<file path="config.mk">
export PLATFORM = sky130hd
export DESIGN_NAME = coer_top
export DESIGN_NICKNAME = d
export VERILOG_FILES = /design/src/pkg/coer_pkg.sv /design/src/coer_gate.sv /design/src/coer_top.sv
export VERILOG_INCLUDE_DIRS = /design/src /design/src/pkg
export SDC_FILE = /design/constraint.sdc
export NUM_CORES = 1
export LEC_CHECK = 0
export BUFFER_PORTS_ARGS = -buffer_cell sky130_fd_sc_hd__buf_2
export CAP_MARGIN = 20
export CORE_MARGIN = 2
export CORE_UTILIZATION = 52
export DETAILED_ROUTE_END_ITERATION = 7
export GPL_TIMING_DRIVEN = 0
export PLACE_DENSITY = 0.82
export SYNTH_ARGS = -nofsm -noshare
export SYNTH_HDL_FRONTEND = slang
export SYNTH_SLANG_ARGS = --single-unit
</file>
<file path="constraint.sdc">
create_clock -name clk_sys -period 2.52 [get_ports clk_sys]
set_clock_uncertainty 0.05 [all_clocks]
set_input_delay 0.504 -clock clk_sys [delete_from_list [all_inputs] [get_ports clk_sys]]
set_output_delay 0.504 -clock clk_sys [all_outputs]
set_load 0.01 [all_outputs]
</file>
<file path="src/pkg/coer_defs.svh">
// Offsets, field positions, power-up values and frequency codes of the clock
// output enable block. Assumes inclusion by bare name from pkg/.
`ifndef COER_DEFS_SVH
`define COER_DEFS_SVH

`define COER_DEV_ADDR 7'h69
`define COER_NUM_REGS 7
`define COER_LAST_REG 3'h6

`define COER_REG_FREQ 3'h0
`define COER_REG_HOST 3'h1
`define COER_REG_BUS 3'h2
`define COER_REG_MEM_LO 3'h3
`define COER_REG_MEM_HI 3'h4
`define COER_REG_PERIPH 3'h5
`define COER_REG_SPARE 3'h6

`define COER_RST_FREQ 8'h00
`define COER_RST_HOST 8'hFF
`define COER_RST_BUS 8'h7F
`define COER_RST_MEM_LO 8'hFF
`define COER_RST_MEM_HI 8'h0F
`define COER_RST_PERIPH 8'h13
`define COER_RST_SPARE 8'h00

`define COER_TRI_BIT 0
`define COER_SOFT_EN_BIT 3
`define COER_SEL_HI 6
`define COER_SEL_LO 4
`define COER_BUS_FREE_BIT 6
`define COER_IRQ_BIT 4
`define COER_REF2_BIT 1
`define COER_REFERENCE_OUT_SECOND_BIT 0

`define COER_BYTE_BITS 4'h8
`define COER_CNT_DATA 2'h3

`define COER_KHZ_50000 17'h0C350
`define COER_KHZ_25000 17'h061A8
`define COER_KHZ_75000 17'h124F8
`define COER_KHZ_32000 17'h07D00
`define COER_KHZ_83300 17'h14564
`define COER_KHZ_41650 17'h0A2B2
`define COER_KHZ_68500 17'h10B94
`define COER_KHZ_34250 17'h085CA
`define COER_KHZ_33300 17'h08214
`define COER_KHZ_37500 17'h0927C
`define COER_KHZ_60000 17'h0EA60
`define COER_KHZ_30000 17'h07530
`define COER_KHZ_66800 17'h104F0
`define COER_KHZ_33400 17'h08278
`define COER_KHZ_14318 17'h037EE

`endif

</file>
<file path="src/pkg/coer_pkg.sv">
// Types shared by the clock output enable block.
// Assumes nothing of its surroundings.
`default_nettype none
package coer_pkg;

    typedef struct packed {
        logic irq_controller_clk_out;
        logic reference_out_second;
        logic reference_out_first;
        logic [11:0] mem_clk_out;
        logic free_running_bus_clk;
        logic [5:0] bus_clk_out;
        logic [3:0] host_clk_out;
    } coer_clk_vec_t;

    typedef struct packed {
        logic [16:0] host_khz;
        logic [16:0] mem_khz;
        logic [16:0] bus_khz;
        logic [16:0] ref_khz;
    } coer_freq_t;

    typedef enum logic [2:0] {
        ST_IDLE = 3'h0,
        ST_RX = 3'h1,
        ST_RACK = 3'h2,
        ST_TX = 3'h3,
        ST_TACK = 3'h4,
        ST_IGNORE = 3'h5
    } coer_ser_st_t;

endpackage
`default_nettype wire

</file>
<file path="src/coer_gate.sv">
// Glitch-free gate for one clock output.
// Assumes src is a clock level sampled on clk_sys.
`timescale 1ns/1ps
`default_nettype none
module coer_gate (
    input wire logic clk_sys, // System clock
    input wire logic rstn, // Power-up reset, active low
    input wire logic src, // Free clock level
    input wire logic en, // Enable from register bit
    output logic out // Gated clock level
);
    logic run_r;
    logic run_nxt;
    logic out_r;
    logic out_nxt;

    // Run state may change only while the source is low, so no pulse is cut
    always_comb begin
        run_nxt = run_r;
        if (!src) begin
            run_nxt = en;
        end
        out_nxt = src & run_r;
    end

    always_ff @(posedge clk_sys) begin
        if (!rstn) begin
            run_r <= 1'b0;
            out_r <= 1'b0;
        end else begin
            run_r <= run_nxt;
            out_r <= out_nxt;
        end
    end

    assign out = out_r;
endmodule
`default_nettype wire

</file>
<file path="src/coer_top.sv">
// Register file and serial slave of the clock output enable block.
// Assumes scl_in/sda_in are synchronous to clk_sys and clock sources are levels.
`timescale 1ns/1ps
`default_nettype none
`include "coer_defs.svh"

module coer_top (
    input wire logic clk_sys, // System clock, 125 MHz
    input wire logic rstn, // Power-up reset, active low
    input wire logic scl_in, // Serial clock level
    input wire logic sda_in, // Serial data wire level
    output logic sda_out, // Serial data drive value, always low
    output logic sda_oe, // Serial data pulled low when high
    input wire logic [2:0] hw_freq_sel, // Strap frequency select
    input wire logic host_src, // Free host clock level
    input wire logic bus_src, // Free bus clock level
    input wire logic ref_src, // Free reference clock level
    output coer_pkg::coer_clk_vec_t clk_out, // Gated clock levels
    output logic clk_oe, // Clock pins driven when high
    output coer_pkg::coer_freq_t freq_out // Selected frequencies in kHz
);
    logic [7:0] regs_r [`COER_NUM_REGS];
    logic [7:0] regs_nxt [`COER_NUM_REGS];
    coer_pkg::coer_ser_st_t st_r;
    coer_pkg::coer_ser_st_t st_nxt;
    logic [7:0] sh_r;
    logic [7:0] sh_nxt;
    logic [3:0] bits_r;
    logic [3:0] bits_nxt;
    logic [1:0] cnt_r;
    logic [1:0] cnt_nxt;
    logic [2:0] ptr_r;
    logic [2:0] ptr_nxt;
    logic rd_r;
    logic rd_nxt;
    logic sda_oe_r;
    logic sda_oe_nxt;
    logic sda_out_r;
    logic scl_p_r;
    logic sda_p_r;
    logic scl_rise;
    logic scl_fall;
    logic start_cond;
    logic stop_cond;
    logic [7:0] rd_byte;
    logic [2:0] strap_r;
    logic [2:0] strap_nxt;
    logic strap_done_r;
    logic strap_done_nxt;
    logic [2:0] sel;
    coer_pkg::coer_freq_t freq_r;
    coer_pkg::coer_freq_t freq_nxt;
    logic clk_oe_r;
    logic clk_oe_nxt;
    coer_pkg::coer_clk_vec_t en_vec;
    coer_pkg::coer_clk_vec_t src_vec;
    coer_pkg::coer_clk_vec_t out_vec;

    function automatic coer_pkg::coer_freq_t decode(input logic [2:0] code);
        coer_pkg::coer_freq_t f;
        f.ref_khz = `COER_KHZ_14318;
        case (code)
            3'h0: begin
                f.host_khz = `COER_KHZ_50000;
                f.bus_khz = `COER_KHZ_25000;
            end
            3'h1: begin
                f.host_khz = `COER_KHZ_75000;
                f.bus_khz = `COER_KHZ_32000;
            end
            3'h2: begin
                f.host_khz = `COER_KHZ_83300;
                f.bus_khz = `COER_KHZ_41650;
            end
            3'h3: begin
                f.host_khz = `COER_KHZ_68500;
                f.bus_khz = `COER_KHZ_34250;
            end
            3'h4: begin
                f.host_khz = `COER_KHZ_83300;
                f.bus_khz = `COER_KHZ_33300;
            end
            3'h5: begin
                f.host_khz = `COER_KHZ_75000;
                f.bus_khz = `COER_KHZ_37500;
            end
            3'h6: begin
                f.host_khz = `COER_KHZ_60000;
                f.bus_khz = `COER_KHZ_30000;
            end
            default: begin
                f.host_khz = `COER_KHZ_66800;
                f.bus_khz = `COER_KHZ_33400;
            end
        endcase
        f.mem_khz = f.host_khz;
        return f;
    endfunction

    // Serial pins are sampled once to find edges and bus conditions
    always_ff @(posedge clk_sys) begin
        if (!rstn) begin
            scl_p_r <= 1'b1;
            sda_p_r <= 1'b1;
            sda_out_r <= 1'b0;
        end else begin
            scl_p_r <= scl_in;
            sda_p_r <= sda_in;
            sda_out_r <= 1'b0;
        end
    end

    assign scl_rise = scl_in & ~scl_p_r;
    assign scl_fall = ~scl_in & scl_p_r;
    assign start_cond = scl_in & scl_p_r & sda_p_r & ~sda_in;
    assign stop_cond = scl_in & scl_p_r & ~sda_p_r & sda_in;
    // Beyond the last register reads return zero
    assign rd_byte = (ptr_r <= `COER_LAST_REG) ? regs_r[ptr_r] : 8'h00;

    always_comb begin
        st_nxt = st_r;
        sh_nxt = sh_r;
        bits_nxt = bits_r;
        cnt_nxt = cnt_r;
        ptr_nxt = ptr_r;
        rd_nxt = rd_r;
        sda_oe_nxt = sda_oe_r;
        regs_nxt = regs_r;
        if (start_cond) begin
            st_nxt = coer_pkg::ST_RX;
            bits_nxt = 4'h0;
            cnt_nxt = 2'h0;
            ptr_nxt = 3'h0;
            sda_oe_nxt = 1'b0;
        end else if (stop_cond) begin
            st_nxt = coer_pkg::ST_IDLE;
            sda_oe_nxt = 1'b0;
        end else begin
            case (st_r)
                coer_pkg::ST_IDLE: begin
                    st_nxt = coer_pkg::ST_IDLE;
                end
                coer_pkg::ST_RX: begin
                    if (scl_rise) begin
                        sh_nxt = {sh_r[6:0], sda_in};
                        bits_nxt = 4'(bits_r + 4'h1);
                    end else if (scl_fall && bits_r == `COER_BYTE_BITS) begin
                        bits_nxt = 4'h0;
                        if (cnt_r != `COER_CNT_DATA) begin
                            cnt_nxt = 2'(cnt_r + 2'h1);
                        end
                        if (cnt_r == 2'h0) begin
                            if (sh_r[7:1] == `COER_DEV_ADDR) begin
                                st_nxt = coer_pkg::ST_RACK;
                                sda_oe_nxt = 1'b1;
                                rd_nxt = sh_r[0];
                            end else begin
                                st_nxt = coer_pkg::ST_IGNORE;
                            end
                        end else begin
                            // Command and count bytes are acked and dropped
                            st_nxt = coer_pkg::ST_RACK;
                            sda_oe_nxt = 1'b1;
                            if (cnt_r == `COER_CNT_DATA && ptr_r <= `COER_LAST_REG) begin
                                regs_nxt[ptr_r] = sh_r;
                                ptr_nxt = 3'(ptr_r + 3'h1);
                            end
                        end
                    end
                end
                coer_pkg::ST_RACK: begin
                    if (scl_fall) begin
                        if (rd_r) begin
                            st_nxt = coer_pkg::ST_TX;
                            sh_nxt = rd_byte;
                            sda_oe_nxt = ~rd_byte[7];
                            bits_nxt = 4'h1;
                            if (ptr_r <= `COER_LAST_REG) begin
                                ptr_nxt = 3'(ptr_r + 3'h1);
                            end
                        end else begin
                            st_nxt = coer_pkg::ST_RX;
                            sda_oe_nxt = 1'b0;
                        end
                    end
                end
                coer_pkg::ST_TX: begin
                    if (scl_fall) begin
                        if (bits_r == `COER_BYTE_BITS) begin
                            st_nxt = coer_pkg::ST_TACK;
                            sda_oe_nxt = 1'b0;
                        end else begin
                            sh_nxt = {sh_r[6:0], 1'b0};
                            sda_oe_nxt = ~sh_r[6];
                            bits_nxt = 4'(bits_r + 4'h1);
                        end
                    end
                end
                coer_pkg::ST_TACK: begin
                    if (scl_rise) begin
                        sh_nxt[0] = sda_in;
                    end else if (scl_fall) begin
                        if (!sh_r[0]) begin
                            st_nxt = coer_pkg::ST_TX;
                            sh_nxt = rd_byte;
                            sda_oe_nxt = ~rd_byte[7];
                            bits_nxt = 4'h1;
                            if (ptr_r <= `COER_LAST_REG) begin
                                ptr_nxt = 3'(ptr_r + 3'h1);
                            end
                        end else begin
                            st_nxt = coer_pkg::ST_IGNORE;
                        end
                    end
                end
                coer_pkg::ST_IGNORE: begin
                    st_nxt = coer_pkg::ST_IGNORE;
                end
                default: begin
                    st_nxt = coer_pkg::ST_IDLE;
                end
            endcase
        end
    end

    always_ff @(posedge clk_sys) begin
        if (!rstn) begin
            st_r <= coer_pkg::ST_IDLE;
            sh_r <= 8'h00;
            bits_r <= 4'h0;
            cnt_r <= 2'h0;
            ptr_r <= 3'h0;
            rd_r <= 1'b0;
            sda_oe_r <= 1'b0;
            regs_r[`COER_REG_FREQ] <= `COER_RST_FREQ;
            regs_r[`COER_REG_HOST] <= `COER_RST_HOST;
            regs_r[`COER_REG_BUS] <= `COER_RST_BUS;
            regs_r[`COER_REG_MEM_LO] <= `COER_RST_MEM_LO;
            regs_r[`COER_REG_MEM_HI] <= `COER_RST_MEM_HI;
            regs_r[`COER_REG_PERIPH] <= `COER_RST_PERIPH;
            regs_r[`COER_REG_SPARE] <= `COER_RST_SPARE;
        end else begin
            st_r <= st_nxt;
            sh_r <= sh_nxt;
            bits_r <= bits_nxt;
            cnt_r <= cnt_nxt;
            ptr_r <= ptr_nxt;
            rd_r <= rd_nxt;
            sda_oe_r <= sda_oe_nxt;
            regs_r <= regs_nxt;
        end
    end

    // Strap caught once after reset release; frequency and pin mode registered
    always_comb begin
        strap_nxt = strap_r;
        strap_done_nxt = 1'b1;
        if (!strap_done_r) begin
            strap_nxt = hw_freq_sel;
        end
        sel = regs_r[`COER_REG_FREQ][`COER_SOFT_EN_BIT] ?
              regs_r[`COER_REG_FREQ][`COER_SEL_HI:`COER_SEL_LO] : strap_r;
        freq_nxt = decode(sel);
        clk_oe_nxt = ~regs_r[`COER_REG_FREQ][`COER_TRI_BIT];
    end

    always_ff @(posedge clk_sys) begin
        if (!rstn) begin
            strap_r <= 3'h0;
            strap_done_r <= 1'b0;
            freq_r <= '0;
            clk_oe_r <= 1'b0;
        end else begin
            strap_r <= strap_nxt;
            strap_done_r <= strap_done_nxt;
            freq_r <= freq_nxt;
            clk_oe_r <= clk_oe_nxt;
        end
    end

    // Enable map; reserved bits and the spare byte reach no output
    always_comb begin
        en_vec.host_clk_out = regs_r[`COER_REG_HOST][3:0];
        en_vec.bus_clk_out = regs_r[`COER_REG_BUS][5:0];
        en_vec.free_running_bus_clk = regs_r[`COER_REG_BUS][`COER_BUS_FREE_BIT];
        en_vec.mem_clk_out = {regs_r[`COER_REG_MEM_HI][3:0],
                              regs_r[`COER_REG_MEM_LO]};
        en_vec.irq_controller_clk_out = regs_r[`COER_REG_PERIPH][`COER_IRQ_BIT];
        en_vec.reference_out_second = regs_r[`COER_REG_PERIPH][`COER_REF2_BIT];
        en_vec.reference_out_first = regs_r[`COER_REG_PERIPH][`COER_REFERENCE_OUT_SECOND_BIT];
        src_vec.host_clk_out = {4{host_src}};
        src_vec.mem_clk_out = {12{host_src}};
        src_vec.bus_clk_out = {6{bus_src}};
        src_vec.free_running_bus_clk = bus_src;
        src_vec.irq_controller_clk_out = ref_src;
        src_vec.reference_out_second = ref_src;
        src_vec.reference_out_first = ref_src;
    end

    genvar gi;
    generate
        for (gi = 0; gi < $bits(coer_pkg::coer_clk_vec_t); gi++) begin : g_gate
            coer_gate u_gate (
                .clk_sys(clk_sys),
                .rstn(rstn),
                .src(src_vec[gi]),
                .en(en_vec[gi]),
                .out(out_vec[gi])
            );
        end
    endgenerate

    assign clk_out = out_vec;
    assign clk_oe = clk_oe_r;
    assign freq_out = freq_r;
    assign sda_out = sda_out_r;
    assign sda_oe = sda_oe_r;
endmodule
`default_nettype wire

</file>
==> results of run 1 <==
==> power by group <==
group	switching, W	total, W	internal, W
logic	0.000357	0.000615	0.000258
clock network	0.00114	0.00275	0.00161
registers	0.0000479	0.00277	0.00273
total	0.00155	0.00614	0.00460
==> state kept, by name, indices dropped and copies added, names as in the netlist <==
name                 cells
bits_r                   4
clk_oe                   1
cnt_r                    2
en_vec                  26
freq_out                30
g_gate.u_gate.out       26
g_gate.u_gate.run_r     26
ptr_r                    3
rd_r                     1
regs_r                  30
scl_p_r                  1
sda_oe                   1
sda_p_r                  1
sh_r                     8
st_r                     3
strap_r                  3
==> per-layer routing <==
metal | global-route usage [%] | part of all wire, % | vias to the layer above
met3 | 5.952 | 7.2 | 47
met4 | 10.74 | 3.0 | 0
met2 | 41.90 | 49 | 306
met1 | 32.33 | 41 | 2982
li1 | - | - | 2992
met5 | 0 | 0 | -
==> through the flow <==
step / cell area [sq um] / cells
global placement: 8213 / 1088
detailed placement: 8213 / 1088
global route: 9126 / 1137
CTS: 9002 / 1129
finish: 9126 / 1137
floorplan: 7547 / 820
==> final cells by class <==
class | instances | area [sq um] | area share (%)
flip-flops and latches | 166 | 3326 | 36.44
repair buffers | 107 | 608.1 | 6.663
clock inverters | 14 | 188.9 | 2.070
clock buffers | 18 | 439.2 | 4.812
inverters | 15 | 56.30 | 0.6169
well taps | 180 | 225.2 | 2.468
multi-input cells | 513 | 3525 | 38.62
plain buffers | 124 | 758.2 | 8.308
==> how the worst max path moves through the flow <==
stage,startpoint,to,slack [ns],depth (start not counted)
2_1_floorplan,scl_in,ptr_r[2]$_SDFFE_PP0P_,-0.06,7
5_1_grt,ptr_r[0]$_SDFFE_PP0P_,en_vec[8]$_SDFFE_PN1P_,-0.03,11
4_1_cts,scl_p_r$_SDFF_PN1_,ptr_r[2]$_SDFFE_PP0P_,-0.04,8
3_3_place_gp,scl_in,en_vec[0]$_SDFFE_PN1P_,-0.46,8
6_report,ptr_r[0]$_SDFFE_PP0P_,ptr_r[2]$_SDFFE_PP0P_,0.03,9
3_5_place_dp,scl_in,en_vec[23]$_SDFFE_PN1P_,-0.50,8
==> cell families after synthesis <==
group / after synthesis
buffers and inverters: 141
AOI/OAI and AO/OA: 124
DFF: 166
other: 1
adders and majority gates: 11
muxes: 101
xor gates and xnor gates: 7
and+or+nand+nor: 255
==> timing repair <==
action	4_1_cts	5_1_grt
setup endpoints to repair	67	57
pin swaps	9	9
hold endpoints to repair	0	0
gates resized for setup	20	31
buffers inserted	10	9
gates cloned	0	0
==> cell usage in the layout (no fill, tap or decap), types with 4 or more instances in the layout <==
cell and count:
sky130_fd_sc_hd__a31o_2 9, sky130_fd_sc_hd__nand4_1 4, sky130_fd_sc_hd__clkbuf_1 41, sky130_fd_sc_hd__mux2i_1 87
sky130_fd_sc_hd__nor2b_1 7, sky130_fd_sc_hd__a22oi_1 6, sky130_fd_sc_hd__nor2_1 84, sky130_fd_sc_hd__buf_2 90
sky130_fd_sc_hd__and3_1 28, sky130_fd_sc_hd__nand3_1 5, sky130_fd_sc_hd__inv_1 13, sky130_fd_sc_hd__a222oi_1 4
sky130_fd_sc_hd__buf_1 5, sky130_fd_sc_hd__a21oi_1 35, sky130_fd_sc_hd__dfxtp_1 164, sky130_fd_sc_hd__nand2_1 60
sky130_fd_sc_hd__conb_1 15, sky130_fd_sc_hd__nor3_1 13, sky130_fd_sc_hd__xnor2_1 5, sky130_fd_sc_hd__or3_1 4
sky130_fd_sc_hd__ha_1 8, sky130_fd_sc_hd__clkbuf_2 4, sky130_fd_sc_hd__clkbuf_16 17, sky130_fd_sc_hd__buf_4 83
sky130_fd_sc_hd__o21ai_0 20, sky130_fd_sc_hd__or2_2 4, sky130_fd_sc_hd__a211oi_1 8, sky130_fd_sc_hd__nor3b_1 7
sky130_fd_sc_hd__nand2b_1 8, sky130_fd_sc_hd__mux2_2 13, sky130_fd_sc_hd__and2_1 4
==> impl_metrics.xml, run 1 <==
<?xml version="1.0" encoding="UTF-8"?>
<metrics>
  <group name="outcome">
    <metric name="run_status" unit="">finished clean</metric>
  </group>
  <group name="critical_path">
    <metric name="cp_top_family" unit="">simple AND/OR/NAND/NOR gates</metric>
    <metric name="crit_fanout" unit="">6</metric>
    <metric name="critical-path-max-stage-delay" unit="ns">0.53</metric>
    <metric name="cp.required" unit="ns">2.83</metric>
    <metric name="critPathKind" unit="">reg -&gt; reg</metric>
    <metric name="critical_path.slowest_cell" unit="">sky130_fd_sc_hd__or4_4</metric>
    <metric name="worst_r2r_end" unit="">ptr_r[2]$_SDFFE_PP0P_</metric>
    <metric name="reg2reg_from" unit="">ptr_r[0]$_SDFFE_PP0P_</metric>
    <metric name="critPathCaptureType" unit="">register</metric>
    <metric name="critical_path.most_common_cell" unit="">sky130_fd_sc_hd__or4_4</metric>
    <metric name="rrSetupSlack" unit="ns">0.03</metric>
    <metric name="timing.reg2reg.worst_path_depth" unit="">9</metric>
    <metric name="arrival" unit="ns">2.80</metric>
    <metric name="critical_path.cell_chain" unit="">buf_6 &gt; buf_8 &gt; inv_2 &gt; ha_2 &gt; and3b_2 &gt; or4_4 &gt; a21o_1 &gt; or4_4 &gt; a21oi_2</metric>
    <metric name="critPathBufInv" unit="">3</metric>
    <metric name="setup.worst_path.start_class" unit="">register</metric>
  </group>
  <group name="timing">
    <metric name="max_slew.worst_pin.slew" unit="ns">0.8259</metric>
    <metric name="min_period_over_period" unit="%">98.73</metric>
    <metric name="timing.final.hold_violations" unit="">0</metric>
    <metric name="fin_setup_tns" unit="ns">0</metric>
    <metric name="final.min_clock_period" unit="ns">2.488</metric>
    <metric name="timing.final.ws_setup" unit="ns">0.03204</metric>
    <metric name="slew_headroom" unit="%">44.94</metric>
    <metric name="hold_slack" unit="ns">0.1347</metric>
    <metric name="clock.fmax" unit="MHz">401.9</metric>
    <metric name="finalSetupViolations" unit="">0</metric>
    <metric name="rsz0062_at_grt" unit="">yes</metric>
    <metric name="final_max_slew_viol_count" unit="">0</metric>
  </group>
  <group name="worst_hold_path">
    <metric name="min_to" unit="">freq_out[12]$_DFF_P_</metric>
    <metric name="worst_hold_path_stage_count" unit="">1</metric>
    <metric name="min-delay-path-class" unit="">in -&gt; reg</metric>
    <metric name="holdCritStartpoint" unit="">rstn</metric>
  </group>
  <group name="logic_synthesis">
    <metric name="post_synthesis_xor_xnor_area_fraction" unit="%">0.8187</metric>
    <metric name="yosysTopAreaCell" unit="">sky130_fd_sc_hd__dfxtp_1</metric>
    <metric name="asyncSetResetFlopFracSynth" unit="%">0</metric>
    <metric name="synth-seq-cells" unit="">166</metric>
    <metric name="postSynthCellCount" unit="">806</metric>
    <metric name="synth.cell_area" unit="sq um">7488</metric>
    <metric name="yosys_most_used_dff" unit="">sky130_fd_sc_hd__dfxtp_1</metric>
    <metric name="synth_most_common_cell" unit="">sky130_fd_sc_hd__dfxtp_1</metric>
    <metric name="synth_fa_ha_area_share" unit="%">1.838</metric>
    <metric name="main_combinational_cell_family_by_area_after_synthesis" unit="">simple AND/OR/NAND/NOR gates</metric>
    <metric name="unique_cell_type_count_in_the_yosys_netlist" unit="">63</metric>
    <metric name="synth.top_cells.by_count" unit="">sky130_fd_sc_hd__dfxtp_1 (166), sky130_fd_sc_hd__mux2i_1 (87), sky130_fd_sc_hd__nor2_1 (85)</metric>
    <metric name="synth-compound-area-share" unit="%">11.14</metric>
    <metric name="synth-seq-area-share" unit="%">44.38</metric>
    <metric name="syn_avg_cell_area" unit="sq um">9.291</metric>
    <metric name="synth_mux_area_share" unit="%">13.88</metric>
    <metric name="synth_top_area_share" unit="%">44.38</metric>
    <metric name="post_synth_main_area_contributors" unit="">sky130_fd_sc_hd__dfxtp_1 (44%), sky130_fd_sc_hd__mux2i_1 (12%), sky130_fd_sc_hd__buf_4 (6.6%)</metric>
    <metric name="synth_simple_gate_area_share" unit="%">17.38</metric>
    <metric name="ys_warn_count" unit="">0</metric>
    <metric name="number_of_synthesized_flops_with_an_enable_pin" unit="">0</metric>
  </group>
  <group name="detailed_routing">
    <metric name="drcViolationCount" unit="">0</metric>
    <metric name="1st_iter_drt_viols" unit="">675</metric>
    <metric name="via_per_inst" unit="">5.565</metric>
    <metric name="detailroute.via_count" unit="">6327</metric>
    <metric name="average_routed_wire_per_standard_cell" unit="microns">16.88</metric>
    <metric name="iteration_count_of_the_initial_detailed_routing_pass" unit="">6</metric>
    <metric name="totalWireLength" unit="microns">19190</metric>
    <metric name="antenna_violating_nets_post_route" unit="">0</metric>
  </group>
  <group name="pwr">
    <metric name="ir_worst_vdd" unit="mV">0.4765</metric>
    <metric name="cellLeakagePower" unit="nW">4.122</metric>
    <metric name="totalPowerFinal" unit="W">0.006143</metric>
    <metric name="power_density" unit="nW/um^2">673.1</metric>
  </group>
  <group name="grt">
    <metric name="first_global_vias" unit="">5707</metric>
    <metric name="grt_max_degree" unit="">17</metric>
    <metric name="global_route_wire_length_before_repair" unit="microns">29950</metric>
    <metric name="grt-ovfl-total" unit="">0</metric>
    <metric name="grt_usage" unit="%">25.56</metric>
    <metric name="antenna_found_initial" unit="">0</metric>
  </group>
  <group name="cts">
    <metric name="clk_pin_slew" unit="ns">0.07</metric>
    <metric name="tritoncts" unit="">done</metric>
    <metric name="clockRootBuffer" unit="">sky130_fd_sc_hd__clkbuf_16</metric>
    <metric name="max-clock-path-buffers" unit="">2</metric>
    <metric name="cts.sinks" unit="">166</metric>
    <metric name="clock_latency" unit="ns">0.43</metric>
    <metric name="htree_num_levels" unit="">4</metric>
    <metric name="cts_buffer_count" unit="">17</metric>
    <metric name="cts_hold_buffers" unit="">0</metric>
  </group>
  <group name="floorplanning">
    <metric name="num_rows" unit="">43</metric>
    <metric name="start_util" unit="%">53.53</metric>
    <metric name="coreArea" unit="sq um">13990</metric>
    <metric name="die_x" unit="microns">124.0</metric>
    <metric name="die_y" unit="microns">124.0</metric>
    <metric name="floorplan.die_area" unit="sq um">15380</metric>
    <metric name="floorplan.io_pins" unit="">107</metric>
  </group>
  <group name="place">
    <metric name="gpl.final_weighted_congestion" unit="">0.9231</metric>
    <metric name="dp_hpwl" unit="microns">12940</metric>
    <metric name="place.port_buffers" unit="">88</metric>
    <metric name="dpl_worst_slack" unit="ns">-0.4987</metric>
  </group>
  <group name="cells_and_area">
    <metric name="final_core_utilization" unit="%">65.24</metric>
    <metric name="nNetsFinal" unit="">965</metric>
    <metric name="diodes" unit="">0</metric>
    <metric name="area_growth_syn_to_layout" unit="%">21.87</metric>
    <metric name="layout_cells_sized_above_1" unit="%">28.42</metric>
    <metric name="nFillCells" unit="">1085</metric>
  </group>
  <group name="flow_run">
    <metric name="max_cap_viol_count" unit="">0</metric>
  </group>
</metrics>
Note: power is estimated with default switching activity, not from simulation.
==> run 2, diff against run 1 <==
--- a/config.mk
+++ b/config.mk
@@ -13,6 +13,7 @@
 export DETAILED_ROUTE_END_ITERATION = 7
 export GPL_TIMING_DRIVEN = 0
 export PLACE_DENSITY = 0.82
+export RECOVER_POWER = 25
 export SYNTH_ARGS = -nofsm -noshare
 export SYNTH_HDL_FRONTEND = slang
 export SYNTH_SLANG_ARGS = --single-unit
==> impl_metrics.xml, run 2 (synthesized netlist as in run 1, its figures left out) <==
<?xml version="1.0" encoding="UTF-8"?>
<metrics>
  <group name="outcome">
    <metric name="run_status" unit="">finished clean</metric>
  </group>
  <group name="grt">
    <metric name="grt-ovfl-total" unit="">0</metric>
    <metric name="global_route_wire_length_before_repair" unit="microns">29950</metric>
    <metric name="grt_max_degree" unit="">17</metric>
    <metric name="antenna_found_initial" unit="">0</metric>
    <metric name="first_global_vias" unit="">5707</metric>
    <metric name="grt_usage" unit="%">25.56</metric>
  </group>
  <group name="critical_path">
    <metric name="critPathKind" unit="">reg -&gt; reg</metric>
    <metric name="cp.required" unit="ns">2.83</metric>
    <metric name="setup.worst_path.start_class" unit="">register</metric>
    <metric name="critPathCaptureType" unit="">register</metric>
    <metric name="arrival" unit="ns">2.81</metric>
    <metric name="crit_fanout" unit="">6</metric>
    <metric name="rrSetupSlack" unit="ns">0.03</metric>
  </group>
  <group name="cells_and_area">
    <metric name="final_core_utilization" unit="%">64.89</metric>
    <metric name="ff_latch_area" unit="sq um">3326</metric>
    <metric name="diodes" unit="">0</metric>
    <metric name="area_growth_syn_to_layout" unit="%">21.22</metric>
    <metric name="nNetsFinal" unit="">965</metric>
    <metric name="final_design_area_no_fill" unit="sq um">9077</metric>
    <metric name="combined_area_of_the_multi_input_logic_cells" unit="sq um">3525</metric>
    <metric name="final-instance-count-excl-fill" unit="">1137</metric>
    <metric name="layout_cells_sized_above_1" unit="%">24.24</metric>
    <metric name="layout.cells.most_common" unit="">sky130_fd_sc_hd__dfxtp_1</metric>
    <metric name="nFillCells" unit="">1107</metric>
    <metric name="commonest_cells_after_routing_fill_and_taps_aside" unit="">sky130_fd_sc_hd__dfxtp_1 (164), sky130_fd_sc_hd__mux2i_1 (87), sky130_fd_sc_hd__nor2_1 (84)</metric>
  </group>
  <group name="floorplanning">
    <metric name="die_x" unit="microns">124.0</metric>
    <metric name="floorplan.io_pins" unit="">107</metric>
    <metric name="num_rows" unit="">43</metric>
    <metric name="die_y" unit="microns">124.0</metric>
    <metric name="floorplan.die_area" unit="sq um">15380</metric>
    <metric name="coreArea" unit="sq um">13990</metric>
    <metric name="start_util" unit="%">53.53</metric>
  </group>
  <group name="timing">
    <metric name="hold_slack" unit="ns">0.1292</metric>
    <metric name="timing.final.hold_violations" unit="">0</metric>
    <metric name="max_slew.worst_pin.slew" unit="ns">0.8327</metric>
    <metric name="final.min_clock_period" unit="ns">2.493</metric>
    <metric name="min_period_over_period" unit="%">98.93</metric>
    <metric name="rsz0062_at_grt" unit="">yes</metric>
    <metric name="finalSetupViolations" unit="">0</metric>
    <metric name="clock.fmax" unit="MHz">401.1</metric>
    <metric name="final_max_slew_viol_count" unit="">0</metric>
    <metric name="slew_headroom" unit="%">44.49</metric>
  </group>
  <group name="cts">
    <metric name="clockRootBuffer" unit="">sky130_fd_sc_hd__clkbuf_16</metric>
    <metric name="clk_pin_slew" unit="ns">0.06</metric>
    <metric name="clock_latency" unit="ns">0.44</metric>
    <metric name="max-clock-path-buffers" unit="">2</metric>
    <metric name="cts.sinks" unit="">166</metric>
    <metric name="htree_num_levels" unit="">4</metric>
    <metric name="cts_buffer_count" unit="">17</metric>
    <metric name="tritoncts" unit="">done</metric>
  </group>
  <group name="pwr">
    <metric name="cellLeakagePower" unit="nW">3.975</metric>
    <metric name="power_density" unit="nW/um^2">675.7</metric>
    <metric name="ir_worst_vdd" unit="mV">0.4778</metric>
  </group>
  <group name="place">
    <metric name="place.port_buffers" unit="">88</metric>
    <metric name="postPlaceCellArea" unit="sq um">8213</metric>
    <metric name="dp_hpwl" unit="microns">12940</metric>
    <metric name="place.detailed.instances" unit="">1088</metric>
    <metric name="gpl.final_weighted_congestion" unit="">0.9231</metric>
  </group>
  <group name="detailed_routing">
    <metric name="totalWireLength" unit="microns">19260</metric>
    <metric name="1st_iter_drt_viols" unit="">628</metric>
    <metric name="via_per_inst" unit="">5.566</metric>
    <metric name="drcViolationCount" unit="">0</metric>
    <metric name="antenna_violating_nets_post_route" unit="">0</metric>
    <metric name="detailroute.via_count" unit="">6329</metric>
    <metric name="iteration_count_of_the_initial_detailed_routing_pass" unit="">8</metric>
    <metric name="average_routed_wire_per_standard_cell" unit="microns">16.94</metric>
  </group>
  <group name="flow_run">
    <metric name="max_cap_viol_count" unit="">0</metric>
  </group>
  <group name="worst_hold_path">
    <metric name="min-delay-path-class" unit="">in -&gt; reg</metric>
  </group>
</metrics>
## run 2: cell types whose count changed in the layout (fill, tap and decap cells not counted), sizes merged
cell	change
buf	-39
clkbuf	+39
## run 2: layer usage
layer / up-vias / global-route usage [%] / wire, microns
met5: - / 0 / 0
li1: 3000 / - / -
met4: 0 / 10.74 / 587
met2: 330 / 41.90 / 9248
met1: 2951 / 32.33 / 7901
met3: 48 / 5.952 / 1522
## run 2: worst paths after layout
| path | cells past startpoint | end | start |
|---|---|---|---|
| setup reg to reg | 9 | ptr_r[2]$_SDFFE_PP0P_ | ptr_r[0]$_SDFFE_PP0P_ |
| hold / removal | 1 | freq_out[12]$_DFF_P_ | rstn |
| hold reg to reg | 2 | regs_r[47]$_SDFFE_PN1P_ | regs_r[47]$_SDFFE_PN1P_ |
| setup / recovery | 9 | ptr_r[2]$_SDFFE_PP0P_ | ptr_r[0]$_SDFFE_PP0P_ |
## run 2: final cells by class
| type | count | area share (%) |
|---|---|---|
| Buffer | 124 | 8.353 |
| Sequential cell | 166 | 36.64 |
| Multi-Input combinational cell | 513 | 38.83 |
| Tap cell | 180 | 2.481 |
| Timing Repair Buffer | 107 | 6.161 |
| Inverter | 15 | 0.6203 |
| Clock buffer | 18 | 4.838 |
| Clock inverter | 14 | 2.081 |
## run 2: report_power, final
group,internal (W),switching (W)
clock,0.00161,0.00114
sequential,0.00273,0.0000487
combinational,0.000248,0.000357
total,0.00459,0.00155
## run 2: critical path: stages (launching register included)
cell and delay, ns:
sky130_fd_sc_hd__dfxtp_2 0.33, sky130_fd_sc_hd__buf_6 0.13, sky130_fd_sc_hd__buf_8 0.12, sky130_fd_sc_hd__inv_2 0.05
sky130_fd_sc_hd__ha_2 0.16, sky130_fd_sc_hd__and3b_2 0.23, sky130_fd_sc_hd__or4_4 0.53, sky130_fd_sc_hd__a21o_1 0.20
sky130_fd_sc_hd__or4_4 0.51, sky130_fd_sc_hd__a21oi_2 0.12
## run 2: stage by stage
stage          setup slack [ns]  setup TNS (ns)  total power (W)
5_1_grt                -0.03281         -0.1125         0.006327
2_1_floorplan          -0.06469        -0.06469         0.003225
3_5_place_dp            -0.4987          -27.53         0.003412
4_1_cts                -0.03613        -0.03613         0.006146
6_report                0.02702               0         0.006134
3_3_place_gp            -0.4650          -25.02         0.003399
## run 2: repair_timing
action	in CTS	in global routing
setup endpoints to repair	67	57
buffers inserted	10	9
resized for setup	20	31
pin swaps	9	9
hold buffers	0	0
==> run 3, diff against run 2 <==
--- a/config.mk
+++ b/config.mk
@@ -8,11 +8,10 @@
 export LEC_CHECK = 0
 export BUFFER_PORTS_ARGS = -buffer_cell sky130_fd_sc_hd__buf_2
 export CAP_MARGIN = 20
-export CORE_MARGIN = 2
 export CORE_UTILIZATION = 52
 export DETAILED_ROUTE_END_ITERATION = 7
 export GPL_TIMING_DRIVEN = 0
-export PLACE_DENSITY = 0.82
+export PLACE_DENSITY = 0.76
 export RECOVER_POWER = 25
 export SYNTH_ARGS = -nofsm -noshare
 export SYNTH_HDL_FRONTEND = slang
==> impl_metrics.xml, run 3 (synthesized netlist as in run 1, its figures left out) <==
<?xml version="1.0" encoding="UTF-8"?>
<metrics>
  <group name="cts">
    <metric name="htree_num_levels" unit="">4</metric>
    <metric name="cts_hold_buffers" unit="">0</metric>
    <metric name="cts.sinks" unit="">166</metric>
    <metric name="clk_pin_slew" unit="ns">0.07</metric>
    <metric name="max-clock-path-buffers" unit="">2</metric>
    <metric name="tritoncts" unit="">done</metric>
    <metric name="cts_buffer_count" unit="">17</metric>
    <metric name="clock_latency" unit="ns">0.44</metric>
    <metric name="clockRootBuffer" unit="">sky130_fd_sc_hd__clkbuf_16</metric>
  </group>
  <group name="flow_run">
    <metric name="max_cap_viol_count" unit="">0</metric>
  </group>
  <group name="worst_hold_path">
    <metric name="holdCritStartpoint" unit="">rstn</metric>
    <metric name="worst_hold_path_stage_count" unit="">1</metric>
    <metric name="min_to" unit="">freq_out[12]$_DFF_P_</metric>
    <metric name="min-delay-path-class" unit="">in -&gt; reg</metric>
  </group>
  <group name="cells_and_area">
    <metric name="ff_latch_area" unit="sq um">3324</metric>
    <metric name="layout.cells.most_common" unit="">sky130_fd_sc_hd__dfxtp_1</metric>
    <metric name="combined_area_of_the_multi_input_logic_cells" unit="sq um">3505</metric>
    <metric name="layout_cells_sized_above_1" unit="%">23.02</metric>
    <metric name="nFillCells" unit="">1177</metric>
    <metric name="area_growth_syn_to_layout" unit="%">20.79</metric>
    <metric name="nNetsFinal" unit="">955</metric>
    <metric name="final_core_utilization" unit="%">64.66</metric>
    <metric name="diodes" unit="">0</metric>
    <metric name="commonest_cells_after_routing_fill_and_taps_aside" unit="">sky130_fd_sc_hd__dfxtp_1 (165), sky130_fd_sc_hd__mux2i_1 (87), sky130_fd_sc_hd__nor2_1 (84)</metric>
    <metric name="final-instance-count-excl-fill" unit="">1127</metric>
  </group>
  <group name="critical_path">
    <metric name="worst_r2r_end" unit="">ptr_r[2]$_SDFFE_PP0P_</metric>
    <metric name="setup.worst_path.start_class" unit="">register</metric>
    <metric name="critical_path.slowest_cell" unit="">sky130_fd_sc_hd__or4b_4</metric>
    <metric name="critical-path-max-stage-delay" unit="ns">0.52</metric>
    <metric name="rrSetupSlack" unit="ns">-0.02</metric>
    <metric name="critical_path.most_common_cell" unit="">sky130_fd_sc_hd__or4_1</metric>
    <metric name="crit_fanout" unit="">10</metric>
    <metric name="critPathCaptureType" unit="">register</metric>
    <metric name="reg2reg_from" unit="">scl_p_r$_SDFF_PN1_</metric>
    <metric name="cp_top_family" unit="">simple AND/OR/NAND/NOR gates</metric>
    <metric name="critical_path.cell_chain" unit="">inv_2 &gt; ha_4 &gt; buf_6 &gt; or4b_4 &gt; or4_1 &gt; a21o_1 &gt; or4_1 &gt; a21oi_1</metric>
    <metric name="timing.reg2reg.worst_path_depth" unit="">8</metric>
    <metric name="critPathKind" unit="">reg -&gt; reg</metric>
    <metric name="cp.required" unit="ns">2.83</metric>
    <metric name="arrival" unit="ns">2.86</metric>
    <metric name="critPathBufInv" unit="">2</metric>
  </group>
  <group name="detailed_routing">
    <metric name="drcViolationCount" unit="">0</metric>
    <metric name="iteration_count_of_the_initial_detailed_routing_pass" unit="">6</metric>
    <metric name="1st_iter_drt_viols" unit="">610</metric>
    <metric name="detailroute.via_count" unit="">6188</metric>
    <metric name="antenna_violating_nets_post_route" unit="">0</metric>
    <metric name="totalWireLength" unit="microns">18600</metric>
    <metric name="via_per_inst" unit="">5.491</metric>
    <metric name="average_routed_wire_per_standard_cell" unit="microns">16.50</metric>
  </group>
  <group name="grt">
    <metric name="globalRouteMet1Util" unit="%">32.02</metric>
    <metric name="grt_usage" unit="%">25.63</metric>
    <metric name="first_global_vias" unit="">5755</metric>
    <metric name="antenna_found_initial" unit="">0</metric>
    <metric name="grt_util_met3" unit="%">5.197</metric>
    <metric name="grt_most_used_layer" unit="">met2</metric>
    <metric name="global_route_wire_length_before_repair" unit="microns">29090</metric>
    <metric name="use_met2" unit="%">41.84</metric>
    <metric name="grt_max_degree" unit="">17</metric>
    <metric name="grt-ovfl-total" unit="">0</metric>
  </group>
  <group name="place">
    <metric name="gpl.final_weighted_congestion" unit="">0.9711</metric>
    <metric name="place.detailed.instances" unit="">1088</metric>
    <metric name="dp_hpwl" unit="microns">12800</metric>
    <metric name="place.port_buffers" unit="">88</metric>
  </group>
  <group name="timing">
    <metric name="rsz0062_at_grt" unit="">yes</metric>
    <metric name="finalSetupViolations" unit="">1</metric>
    <metric name="max_slew.worst_pin.slew" unit="ns">0.8037</metric>
    <metric name="final_max_slew_viol_count" unit="">0</metric>
    <metric name="min_period_over_period" unit="%">101.0</metric>
    <metric name="timing.final.hold_violations" unit="">0</metric>
    <metric name="slew_headroom" unit="%">46.42</metric>
    <metric name="timing.final.ws_setup" unit="ns">-0.02487</metric>
    <metric name="final.min_clock_period" unit="ns">2.545</metric>
    <metric name="clock.fmax" unit="MHz">392.9</metric>
    <metric name="hold_slack" unit="ns">0.1324</metric>
    <metric name="fin_setup_tns" unit="ns">-0.02487</metric>
  </group>
  <group name="floorplanning">
    <metric name="floorplan.die_area" unit="sq um">14890</metric>
    <metric name="start_util" unit="%">53.53</metric>
    <metric name="die_y" unit="microns">122.0</metric>
    <metric name="coreArea" unit="sq um">13990</metric>
    <metric name="num_rows" unit="">43</metric>
    <metric name="die_x" unit="microns">122.0</metric>
    <metric name="floorplan.io_pins" unit="">107</metric>
  </group>
  <group name="pwr">
    <metric name="power_density" unit="nW/um^2">698.8</metric>
    <metric name="cellLeakagePower" unit="nW">3.964</metric>
    <metric name="ir_worst_vdd" unit="mV">0.4883</metric>
  </group>
  <group name="outcome">
    <metric name="failed_checks" unit="">setup timing</metric>
    <metric name="run_status" unit="">finished, violations left</metric>
  </group>
</metrics>
-- run 3: power by group --
group          internal, W  switching [W]  total [W]
clock network      0.00182        0.00113    0.00295
logic             0.000241       0.000352   0.000593
registers          0.00273      0.0000486    0.00277
total              0.00479        0.00154    0.00632
-- run 3: how the worst max path moves through the flow --
| stage | depth (start not counted) | endpoint | from |
|---|---|---|---|
| after floorplan | 7 | ptr_r[2]$_SDFFE_PP0P_ | scl_in |
| after global placement | 8 | en_vec[0]$_SDFFE_PN1P_ | scl_in |
| after detailed placement | 8 | regs_r[47]$_SDFFE_PN1P_ | scl_in |
| after CTS | 8 | ptr_r[2]$_SDFFE_PP0P_ | scl_p_r$_SDFF_PN1_ |
| after global routing | 8 | ptr_r[2]$_SDFFE_PP0P_ | scl_p_r$_SDFF_PN1_ |
| final | 8 | ptr_r[2]$_SDFFE_PP0P_ | scl_p_r$_SDFF_PN1_ |
-- run 3: layout make-up --
class | count | area share, %
flip-flops and latches | 166 | 36.75
inverters | 15 | 0.6225
repair buffers | 97 | 5.409
plain buffers | 124 | 8.466
clock buffers | 18 | 4.855
multi-input cells | 513 | 38.75
well taps | 180 | 2.490
clock inverters | 14 | 2.656
-- run 3: what timing repair did --
item	CTS	global route
endpoints found under the hold margin	0	0
setup endpoints to repair	66	53
pin swaps	3	3
setup buffers	6	3
resized for setup	21	16
-- run 3: stage by stage --
step	setup slack (ns)	power [W]	cell area, sq um
floorplan	-0.06469	0.003225	7547
global placement	-0.4728	0.003401	8213
detailed placement	-0.5402	0.003411	8213
CTS	-0.006570	0.006330	9030
global route	-0.08330	0.006518	9045
finish	-0.02487	0.006321	9045
-- run 3: per-layer routing --
layer	up-vias	share of wire, %
li1	2987	-
met1	2888	43
met2	262	48
met3	51	6.5
met4	0	3.0
met5	-	0
